$ cat src/include/kee_pkg.sv
// Constants shared by the keypad event encoder: register map, field layout,
// reset values, code table modes and the built-in key table.
// Assumes an 8 x 8 key matrix indexed as line * 8 + column.
package kee_pkg;

	// ****************************************************************
	// Matrix geometry
	// ****************************************************************
	localparam int KEY_LINES = 8;
	localparam int KEY_COLS = 8;
	localparam int KEY_COUNT = KEY_LINES * KEY_COLS;
	localparam int KEY_IDX_W = 6;

	// ****************************************************************
	// Event word layout
	// ****************************************************************
	localparam int EVT_W = 16;
	localparam int EVT_RELEASE_BIT = 15;
	localparam int EVT_CTRL_BIT = 8;
	localparam int EVT_CASE_BIT = 9;

	// ****************************************************************
	// Register offsets (byte addresses)
	// ****************************************************************
	localparam logic [7:0] OFF_MODE = 8'h00;
	localparam logic [7:0] OFF_TABLE = 8'h04;
	localparam logic [7:0] OFF_LAST = 8'h08;
	localparam logic [7:0] OFF_STATUS = 8'h0c;
	localparam logic [7:0] OFF_MASK = 8'h10;
	localparam logic [7:0] OFF_ROTATE = 8'h14;

	// Fields of the table entry register.
	localparam int TAB_IDX_LSB = 8;
	localparam int TAB_CODE_LSB = 0;

	// Sticky status bits.
	localparam int ST_HIT_BIT = 0;
	localparam int ST_REL_BIT = 1;
	localparam int ST_W = 2;

	// ****************************************************************
	// Reset values
	// ****************************************************************
	localparam logic [1:0] MODE_RESET = 2'h0;
	localparam logic [1:0] ROTATE_RESET = 2'h0;
	localparam logic [ST_W-1:0] MASK_RESET = 2'h0;

	// Default modifier key positions in the matrix.
	localparam int CASE_POS_DEF = 16;
	localparam int CTRL_POS_DEF = 19;

	// Source of the key code.
	typedef enum logic [1:0] {
		KEE_MODE_POSITION = 2'h0,
		KEE_MODE_USER = 2'h1,
		KEE_MODE_PREDEF = 2'h2
	} kee_mode_t;

	// Built-in key table; positions without a key give code zero.
	function automatic logic [7:0] kee_predef_code(input logic [KEY_IDX_W-1:0] pos);
		logic [7:0] code;
		code = 8'h00;
		case (pos)
			6'h00: code = 8'h31;
			6'h01: code = 8'h32;
			6'h02: code = 8'h33;
			6'h03: code = 8'h34;
			6'h04: code = 8'h35;
			6'h05: code = 8'h36;
			6'h06: code = 8'h37;
			6'h07: code = 8'h38;
			6'h08: code = 8'h39;
			6'h09: code = 8'h30;
			6'h0a: code = 8'h2d;
			6'h0b: code = 8'h2e;
			6'h0c: code = 8'h1b;
			6'h0d: code = 8'h7f;
			6'h0e: code = 8'h0d;
			6'h10: code = 8'hf1;
			6'h11: code = 8'hf2;
			6'h12: code = 8'hf3;
			6'h13: code = 8'hf4;
			default: code = 8'h00;
		endcase
		return code;
	endfunction : kee_predef_code

endpackage : kee_pkg

$ cat src/hw/kee_encoder.sv
// Keypad event encoder: turns key matrix levels into 16-bit key event words
// for the serial graphic link, with an APB register slave and one interrupt.
// Assumes key levels and switch inputs are synchronous and already debounced.
`timescale 1ns/100ps

module kee_encoder #(
	parameter int CASE_POS = kee_pkg::CASE_POS_DEF,
	parameter int CTRL_POS = kee_pkg::CTRL_POS_DEF
) (
	// Clock and reset
	input wire logic mclk,
	input wire logic rst,
	// Key matrix levels, index line * 8 + column
	input wire logic [kee_pkg::KEY_COUNT-1:0] key_state,
	// Orientation switches
	input wire logic orient_sw8,
	input wire logic orient_sw9,
	// APB slave
	input wire logic psel,
	input wire logic penable,
	input wire logic pwrite,
	input wire logic [7:0] paddr,
	input wire logic [31:0] pwdata,
	output logic [31:0] prdata,
	output logic pready,
	output logic pslverr,
	// Event stream to the serial graphic link
	output logic [kee_pkg::EVT_W-1:0] evt_word,
	output logic evt_valid,
	input wire logic evt_ready,
	// Display rotation and interrupt
	output logic [1:0] display_rotation,
	output logic irq
);

	// ****************************************************************
	// Declarations
	// ****************************************************************
	typedef enum logic {KEE_SCAN, KEE_SEND} kee_state_t;

	kee_state_t state_reg;
	kee_state_t state_next;
	logic [kee_pkg::KEY_COUNT-1:0] last_reg;
	logic [kee_pkg::KEY_COUNT-1:0] last_next;
	logic [7:0] user_tab [kee_pkg::KEY_COUNT];
	logic [1:0] mode_reg;
	logic [kee_pkg::EVT_W-1:0] evt_reg;
	logic [kee_pkg::EVT_W-1:0] evt_next;
	logic [kee_pkg::ST_W-1:0] status_reg;
	logic [kee_pkg::ST_W-1:0] status_next;
	logic [kee_pkg::ST_W-1:0] mask_reg;
	logic [1:0] rotate_reg;
	logic [31:0] rdata_reg;
	logic err_reg;

	logic found;
	logic [kee_pkg::KEY_IDX_W-1:0] found_idx;
	logic take;
	logic is_release;
	logic case_held;
	logic ctrl_held;
	logic [7:0] pos_code;
	logic [7:0] user_code;
	logic [7:0] predef_code;
	logic [7:0] key_code;
	logic setup_ph;
	logic wr_en;
	logic hit_mapped;
	logic wr_mode;
	logic wr_table;
	logic wr_status;
	logic wr_mask;
	logic [kee_pkg::KEY_IDX_W-1:0] tab_idx;
	logic [31:0] rd_mux;
	logic [kee_pkg::ST_W-1:0] ev_set;

	// ****************************************************************
	// Change detection
	// ****************************************************************

	// One changed key is taken at a time, so two changes never merge.
	kee_change_finder #(
		.N(kee_pkg::KEY_COUNT),
		.IW(kee_pkg::KEY_IDX_W)
	) u_finder (
		.now_state(key_state),
		.last_state(last_reg),
		.found(found),
		.idx(found_idx)
	);

	// Event formation terms.
	assign take = (state_reg == KEE_SCAN) && found;
	assign is_release = last_reg[found_idx];
	assign case_held = key_state[CASE_POS] && (found_idx != kee_pkg::KEY_IDX_W'(CASE_POS));
	assign ctrl_held = key_state[CTRL_POS] && (found_idx != kee_pkg::KEY_IDX_W'(CTRL_POS));
	assign pos_code = {1'b0, found_idx[5:3], 1'b0, found_idx[2:0]};
	assign user_code = user_tab[found_idx];
	assign predef_code = kee_pkg::kee_predef_code(found_idx);
	assign key_code = (mode_reg == kee_pkg::KEE_MODE_USER) ? user_code :
		(mode_reg == kee_pkg::KEE_MODE_PREDEF) ? predef_code : pos_code;

	// Word layout: release flag, zero reserved bits, modifiers, code.
	assign evt_next = {is_release, 5'h00, case_held, ctrl_held, key_code};

	// Sticky event sources.
	assign ev_set[kee_pkg::ST_HIT_BIT] = take && !is_release;
	assign ev_set[kee_pkg::ST_REL_BIT] = take && is_release;

	// Next state of the sender.
	always_comb begin
		state_next = state_reg;
		last_next = last_reg;
		case (state_reg)
			KEE_SCAN: begin
				if (found) begin
					state_next = KEE_SEND;
					last_next[found_idx] = key_state[found_idx];
				end
			end
			KEE_SEND: begin
				if (evt_ready) begin
					state_next = KEE_SCAN;
				end
			end
			default: state_next = KEE_SCAN;
		endcase
	end

	// Sender registers; the word holds until the link takes it.
	always_ff @(posedge mclk) begin
		if (rst) begin
			state_reg <= KEE_SCAN;
			last_reg <= '0;
			evt_reg <= '0;
		end else begin
			state_reg <= state_next;
			last_reg <= last_next;
			if (take) begin
				evt_reg <= evt_next;
			end
		end
	end

	assign evt_valid = (state_reg == KEE_SEND);
	assign evt_word = evt_reg;

	// ****************************************************************
	// Orientation
	// ****************************************************************

	// Switch 9 is the high bit, switch 8 the low bit.
	always_ff @(posedge mclk) begin
		if (rst) begin
			rotate_reg <= kee_pkg::ROTATE_RESET;
		end else begin
			rotate_reg <= {orient_sw9, orient_sw8};
		end
	end

	assign display_rotation = rotate_reg;

	// ****************************************************************
	// APB slave
	// ****************************************************************

	// Address decode and write strobes.
	assign setup_ph = psel && !penable;
	assign wr_en = psel && penable && pwrite;
	assign hit_mapped = (paddr == kee_pkg::OFF_MODE) || (paddr == kee_pkg::OFF_TABLE) ||
		(paddr == kee_pkg::OFF_LAST) || (paddr == kee_pkg::OFF_STATUS) ||
		(paddr == kee_pkg::OFF_MASK) || (paddr == kee_pkg::OFF_ROTATE);
	assign wr_mode = wr_en && (paddr == kee_pkg::OFF_MODE);
	assign wr_table = wr_en && (paddr == kee_pkg::OFF_TABLE);
	assign wr_status = wr_en && (paddr == kee_pkg::OFF_STATUS);
	assign wr_mask = wr_en && (paddr == kee_pkg::OFF_MASK);
	assign tab_idx = pwdata[kee_pkg::TAB_IDX_LSB +: kee_pkg::KEY_IDX_W];

	// Read selection; the table entry register reads as zero.
	assign rd_mux = (paddr == kee_pkg::OFF_MODE) ? {30'h0, mode_reg} :
		(paddr == kee_pkg::OFF_LAST) ? {16'h0, evt_reg} :
		(paddr == kee_pkg::OFF_STATUS) ? {30'h0, status_reg} :
		(paddr == kee_pkg::OFF_MASK) ? {30'h0, mask_reg} :
		(paddr == kee_pkg::OFF_ROTATE) ? {30'h0, rotate_reg} : 32'h0;

	// Read data and error are captured in the setup cycle.
	always_ff @(posedge mclk) begin
		if (rst) begin
			rdata_reg <= 32'h0;
			err_reg <= 1'b0;
		end else if (setup_ph) begin
			rdata_reg <= pwrite ? 32'h0 : rd_mux;
			err_reg <= !hit_mapped;
		end
	end

	assign prdata = rdata_reg;
	assign pready = 1'b1;
	assign pslverr = psel && penable && err_reg;

	// Code source; the host loads entries first, then picks the mode.
	always_ff @(posedge mclk) begin
		if (rst) begin
			mode_reg <= kee_pkg::MODE_RESET;
			mask_reg <= kee_pkg::MASK_RESET;
		end else begin
			if (wr_mode && (pwdata[1:0] != 2'h3)) begin
				mode_reg <= pwdata[1:0];
			end
			if (wr_mask) begin
				mask_reg <= pwdata[kee_pkg::ST_W-1:0];
			end
		end
	end

	// User key table storage, no reset needed as mode gates its use.
	always_ff @(posedge mclk) begin
		if (wr_table) begin
			user_tab[tab_idx] <= pwdata[kee_pkg::TAB_CODE_LSB +: 8];
		end
	end

	// ****************************************************************
	// Interrupt
	// ****************************************************************

	// A new event in the clearing cycle keeps its bit set.
	assign status_next = (status_reg & ~(wr_status ? pwdata[kee_pkg::ST_W-1:0] : 2'h0)) | ev_set;

	always_ff @(posedge mclk) begin
		if (rst) begin
			status_reg <= '0;
		end else begin
			status_reg <= status_next;
		end
	end

	assign irq = |(status_reg & mask_reg);
endmodule : kee_encoder

$ cat src/hw/kee_change_finder.sv
// Finds the lowest numbered key whose level differs from its last reported level.
// Assumes both vectors are synchronous to the same clock.
`timescale 1ns/100ps

module kee_change_finder #(
	parameter int N = 64,
	parameter int IW = 6
) (
	// Key levels
	input wire logic [N-1:0] now_state,
	input wire logic [N-1:0] last_state,
	// Result
	output logic found,
	output logic [IW-1:0] idx
);

	logic [N-1:0] diff;

	// Keys whose level has changed.
	assign diff = now_state ^ last_state;

	// Priority search from the top so the lowest index wins.
	always_comb begin
		found = 1'b0;
		idx = '0;
		for (int i = N - 1; i >= 0; i--) begin
			if (diff[i]) begin
				found = 1'b1;
				idx = IW'(i);
			end
		end
	end

endmodule : kee_change_finder

$ cat config.mk
export PLATFORM = sky130hd
export DESIGN_NAME = kee_encoder
export DESIGN_NICKNAME = d
export VERILOG_FILES = /design/src/include/kee_pkg.sv /design/src/hw/kee_encoder.sv /design/src/hw/kee_change_finder.sv
export SDC_FILE = /design/constraint.sdc
export NUM_CORES = 1
export LEC_CHECK = 0
export ABC_AREA = 1
export BUFFER_PORTS_ARGS = -buffer_cell sky130_fd_sc_hd__buf_4
export CAP_MARGIN = 20
export CORE_UTILIZATION = 55
export CTS_BUF_LIST = sky130_fd_sc_hd__clkbuf_8
export DETAILED_ROUTE_END_ITERATION = 12
export GPL_TIMING_DRIVEN = 0
export PLACE_DENSITY = 0.71
export SYNTH_ARGS = -nofsm -noshare
export SYNTH_HDL_FRONTEND = slang
export SYNTH_SLANG_ARGS = --single-unit
$ cat constraint.sdc
create_clock -name mclk -period 11.5 [get_ports mclk]
set_input_delay 2.875 -clock mclk [delete_from_list [all_inputs] [get_ports mclk]]
set_output_delay 2.875 -clock mclk [all_outputs]
set_load 0.01 [all_outputs]
## Yosys cells after proc, flatten, opt, wreduce, memory -nomap -nowiden

Memory sizes are Yosys's and may differ from the RTL's.
Cells that the tools add are included.

- Register bits after elaboration: 117
- Latch bits: 0
- Memory bits (writable): 512
- ROM bits: 256
- Input bits: 112
- Output and inout port bits: 54
- Logic and storage cells: 205
- Memories kept: 2

Memory list:

| name | depth | bits a word | rd ports | clocked after memory_dff | write ports | RTL line | RTL |
|---|---|---|---|---|---|---|---|
| user_tab | 64 | 8 | 1 | 0 | 1 | kee_encoder.sv:45 | `logic [7:0] user_tab [kee_pkg::KEY_COUNT];` |
| (name not given) | 32 | 8 | 1 | 0 | 0 | kee_pkg.sv:63 | `case (pos)` |

- $add $sub $neg: 0
- $mul: 0
- Div/mod/pow operators: 0
- Order comparisons: 2
- Equality and inequality tests: 10
- Shift operators: 0
- Muxes and demuxes: 150
- Bitwise operators: 6
- Reduce and logical (&&, ||, !) cells: 26

Operators by type and width:

| operator | count |
|---|---|
| $mux 6 | 64 |
| $mux 1 | 71 |
| $bwmux 64 | 1 |
| $xor 64x64->64 | 1 |
| $mux 16 | 3 |
| $mux 8 | 3 |
| $eq 8x4->1 const B | 2 |
| $eq 8x5->1 const B | 2 |
| $logic_and 1x1->1 | 15 |
| $bmux 1 s6 | 2 |
| $ne 6x5->1 const B | 2 |
| $eq 8x3->1 const B | 1 |
| $logic_not 8->1 | 1 |
| $mux 2 | 4 |
| $lt 6x7->1 const B | 1 |
| $demux 1 s6 | 1 |
| $ge 6x1->1 const B | 1 |
| $logic_or 1x1->1 | 5 |
| $and 2x2->2 | 2 |
| $logic_not 1->1 | 3 |
| $eq 2x1->1 const B | 1 |
| $eq 2x2->1 const B | 1 |
| $ne 2x2->1 const B | 1 |
| $not 2->2 | 1 |
| other kinds (5) | 5 |

## Logic depth before layout (Yosys ltp)

- Word-level depth: 70
- Gate-level depth with buffers: 80
- Gate-level depth less buffers: 78

## By module

From an unflattened synthesis, not the netlist that was laid out.

- Cell total of the unflattened synthesis: 3404
- Area, all modules: 29928.7 um^2

Modules (own cells, without submodules):

| module | times used | cells each | area each (um^2) | seq. area each (um^2) |
|---|---|---|---|---|
| kee_encoder | 1 | 3158 | 28054.4 | 17296.6 |
| kee_change_finder | 1 | 246 | 1874.3 | 0.0 |

## Worst setup path before layout

Ideal clock, no wire load.

- Path type: input-to-reg
- From: in key_state[63] (netlist bit)
- To: reg evt_reg, in the netlist evt_word[2]
- Library setup time: 132 ps
- Arrival: 7290 ps
- Data required time: 11368 ps
- Slack: 4078 ps
- Stages: 76
- Path buffers: 2
- Cells stage by stage: inv_1 nand2_1 nand2_1 nand2_1 nand2_1 nand2_1 nand2_1 nand2_1 nand2_1 nand2_1 nand2_1 nand2_1 nand2_1 nand2_1 nand2_1 nand2_1 nand2_1 nand2_1 [40 not listed] nand2_1 nand2_1 nand2_1 nand2_1 nand2_1 nand2_1 a21oi_1 buf_2 buf_2 ha_1 inv_1 o21ai_0 o21ai_0 nand3_1 o21ai_0 a21oi_1 nand2_1 a21oi_1

- Cells in the longest elaborated chain, start to end: 69
- Elaborated cells on any way between the ends: 135
- Classes of those cells: mux: 131; bitwise: 1; reduce/logical: 1; memory: 2

Ends and longest elaborated chain:

| element | RTL line | RTL |
|---|---|---|
| start: declaration | kee_encoder.sv:14 | `input wire logic [kee_pkg::KEY_COUNT-1:0] key_state,` |
| $xor 64x64->64 (*) | kee_change_finder.sv:20 | `assign diff = now_state ^ last_state;` |
| $mux 6 (64 in series) | kee_change_finder.sv:27 | `if (diff[i]) begin` |
| $mem_v2 32x8 | n/a |  |
| $mux 8 | kee_pkg.sv:63 |  |
| $mux 8 | kee_encoder.sv:101 | `(mode_reg == kee_pkg::KEE_MODE_PREDEF) ? predef_code : pos_code;` |
| $mux 8 | kee_encoder.sv:100 | `assign key_code = (mode_reg == kee_pkg::KEE_MODE_USER) ? user_code :` |
| end signal: assignment | kee_encoder.sv:140 | `evt_reg <= evt_next;` |
| end: declaration | kee_encoder.sv:47 | `logic [kee_pkg::EVT_W-1:0] evt_reg;` |

Every way passes the cells marked *; elsewhere a longest branch is shown, timed or not.
A chain may end at the register's enable or synchronous reset.

## Worst setup path after layout

- From: in key_state[63] (netlist bit)
- To: reg evt_reg, in the netlist evt_word[5]

The elaborated chain is that of the path after synthesis.

==> out/qor.txt <==
post-synthesis sequential area ratio -> 0.607
critical path required time -> 12.13 ns
DIE AREA -> 0.0527 mm²
core footprint -> 0.0512 mm²
number of flops mapped to enable cells by yosys -> 512
Multi-input gate area -> 0.00973 mm²
row cnt -> 83
clock sinks -> 608
leakage -> 13.4 nW
Most used DFF post-synth -> edfxtp_1
Max Freq -> 108 MHz
via/cell ratio -> 6.22
Critical Path Max Stage Delay -> 0.90 ns
hold-fix buffers at CTS -> 0
share of layout cells above drive strength 1 -> 0.111
vias -> 25500
Layout Skew -> 0.0605 ns
Slew Limit Fails -> 0
synthesized flop and latch total -> 608
Avg WL per Cell -> 28.4 µm
Power Density -> 190 mW/mm²
CTS root buffer -> clkbuf_8
number of gates resized after cts -> 0
Max Buffers Root-to-Sink -> 3
Post-layout nets -> 3458
Routed WL -> 116 mm
starting density of the core -> 0.556
largest net degree at the start of global routing -> 67
maxcap violations -> 0
placed cell count -> 3916
CP Class -> in -> reg
relative slew slack -> 0.155
Crit path arrival time -> 9.92 ns
Slew @ Worst Pin -> 1.27 ns
clk_lat worst skew -> 0.75 ns
Storage cell area -> 0.0173 mm²
CP most frequent cell -> nor2_1
DRT iter0 DRCs -> 4055
YS warnings -> 0
RSZ-0062 raised after global routing -> no
gpl congestion -> 1.01
status -> finished, final reports clean
crit path max fanout -> 10
grt ovf -> 0
Setup crit start -> key_state[63]
Syn Std Cell Area -> 0.0285 mm²
max reg flops -> 512
number of remaining DRC errors -> 0
Final Hold Viols -> 0
post-DP HPWL -> 79.2 mm
CTS tree -> yes
Setup crit start kind -> primary input
Slowest-stage cell, CP -> clkbuf_1
antenna violations before repair -> 3
final worst path period need -> 9.29 ns
drt first pass iters -> 8
syn avg cell area -> 9.32 µm²
cell family with most CP delay -> simple AND/OR/NAND/NOR gates
Syn-to-layout area delta -> 14.3%
hold_sp -> prdata[6]$_SDFFE_PP0P_
die width -> 230 µm
R2R Path Start -> last_reg[62]$_SDFFE_PP0P_
# port buffers -> 119
fill count -> 4350
total negative slack -> 0 ns
Vert. Die Dim -> 230 µm
CP endpoint kind -> flip-flop
Routed Antenna Nets -> 0
vias in the first global route -> 23800
Synth Instances -> 3056
first-pass GRT wire length -> 163 mm
Final setup viols -> 0
Peak VDD IR -> 135 µV
Total GRT Usage -> 0.438
Finished Layout Cells -> 4100
Tcrit/Tclk final -> 0.808
buffer count from post-CTS setup fixing -> 0
Num CTS Buffers -> 99
I/O Pins -> 166
Hold Path Class -> reg -> reg
Synth cell types -> 42
async set-reset flop share out of synthesis -> 0
CTS H-tree depth -> 3
CTS clk-pin slew, worst paths -> 0.06 ns
Buf/Inv on CP -> 6
==> area by class of cell <==
class	count	area share
Inverter	162	0.0187
Tap cell	680	0.0261
Clock inverter	75	0.0106
Multi-Input combinational cell	2121	0.299
Buffer	190	0.0294
Clock buffer	103	0.0435
Timing Repair Buffer	160	0.0416
Antenna cell	1	0.0000768
Sequential cell	608	0.531
==> power by group <==
part,total [mW],internal [mW],switching (mW)
clock network,1.74,0.832,0.906
registers,2.41,2.40,0.00986
logic,2.06,0.427,1.63
total,6.20,3.66,2.55
==> placed cells by master (no fill, tap or decap), types with 2 or more instances in the layout <==
master	n
nand2_1	896
edfxtp_1	512
nand3_1	381
nor2_1	380
inv_1	186
nand4_1	175
buf_4	156
clkbuf_8	103
clkbuf_1	102
dfxtp_1	96
o21a_1	64
xnor2_1	61
a21oi_1	49
buf_6	41
o21ai_0	38
buf_2	31
conb_1	27
clkinv_1	22
buf_1	15
clkinv_2	13
inv_2	8
nor2_2	7
a31oi_1	6
nor3_1	5
clkinvlp_4	5
ha_1	4
buf_8	4
nand2_4	3
o211ai_1	3
o21bai_1	2
and3_1	2
nor4_1	2
nor2_4	2
a311oi_1	2
==> per-layer routing <==
layer	vias up	global-route usage	share of wire
li1	10900	-	-
met5	-	0.00643	0.00036
met2	2114	0.657	0.43
met3	527	0.125	0.14
met4	6	0.314	0.083
met1	11900	0.545	0.35
==> synthesized netlist by cell type (15+ instances only) <==
cell	instances	share of area
nand2_1	896	0.12
edfxtp_1	512	0.54
nor2_1	385	0.051
nand3_1	381	0.067
nand4_1	175	0.038
inv_1	153	0.020
clkbuf_1	102	0.013
dfxtp_1	96	0.067
o21a_1	64	0.017
xnor2_1	61	0.019
a21oi_1	49	0.0086
o21ai_0	38	0.0067
buf_2	31	0.0054
buf_4	29	0.0076
buf_1	15	0.0020
==> worst paths after layout <==
kind | to | slack [ns] | depth (start not counted)
max | evt_word[5]$_SDFFE_PP0P_ | 2.21 | 45
min | prdata[6]$_SDFFE_PP0P_ | 0.47 | 2
max reg2reg | evt_word[5]$_SDFFE_PP0P_ | 4.06 | 42
min reg2reg | prdata[6]$_SDFFE_PP0P_ | 0.47 | 2
==> stage by stage <==
step	hold WS (ns)	utilization	area [µm²]	power (mW)	setup WS, ns
4_1_cts	0.470	0.635	32500	6.07	2.60
6_report	0.467	0.636	32600	6.20	2.21
5_1_grt	0.486	0.636	32600	6.31	1.87
3_3_place_gp	0.459	0.592	30300	4.36	2.08
2_1_floorplan	0.467	-	28600	3.46	4.08
3_5_place_dp	0.460	0.601	30700	4.39	1.89
==> logic make-up (layout without fill, tap and decap cells) <==
family | after synthesis | count (layout) | synth area share
AO/OA/AOI/OAI | 173 | 173 | 0.0380
flip-flops | 608 | 608 | 0.607
other | 2 | 28 | 0.000264
adder cells (fa/ha/maj) | 4 | 4 | 0.00176
XOR/XNOR | 62 | 62 | 0.0191
buffers and inverters | 352 | 690 | 0.0550
AND/OR/NAND/NOR | 1855 | 1855 | 0.279
==> tightest hold or removal path, cell delays in order, from the launching register on <==
cell and delay, ns:
dfxtp_1 0.31, nand2_1 0.06, a21oi_1 0.05
No activity file was read; power rests on OpenSTA's default activity.
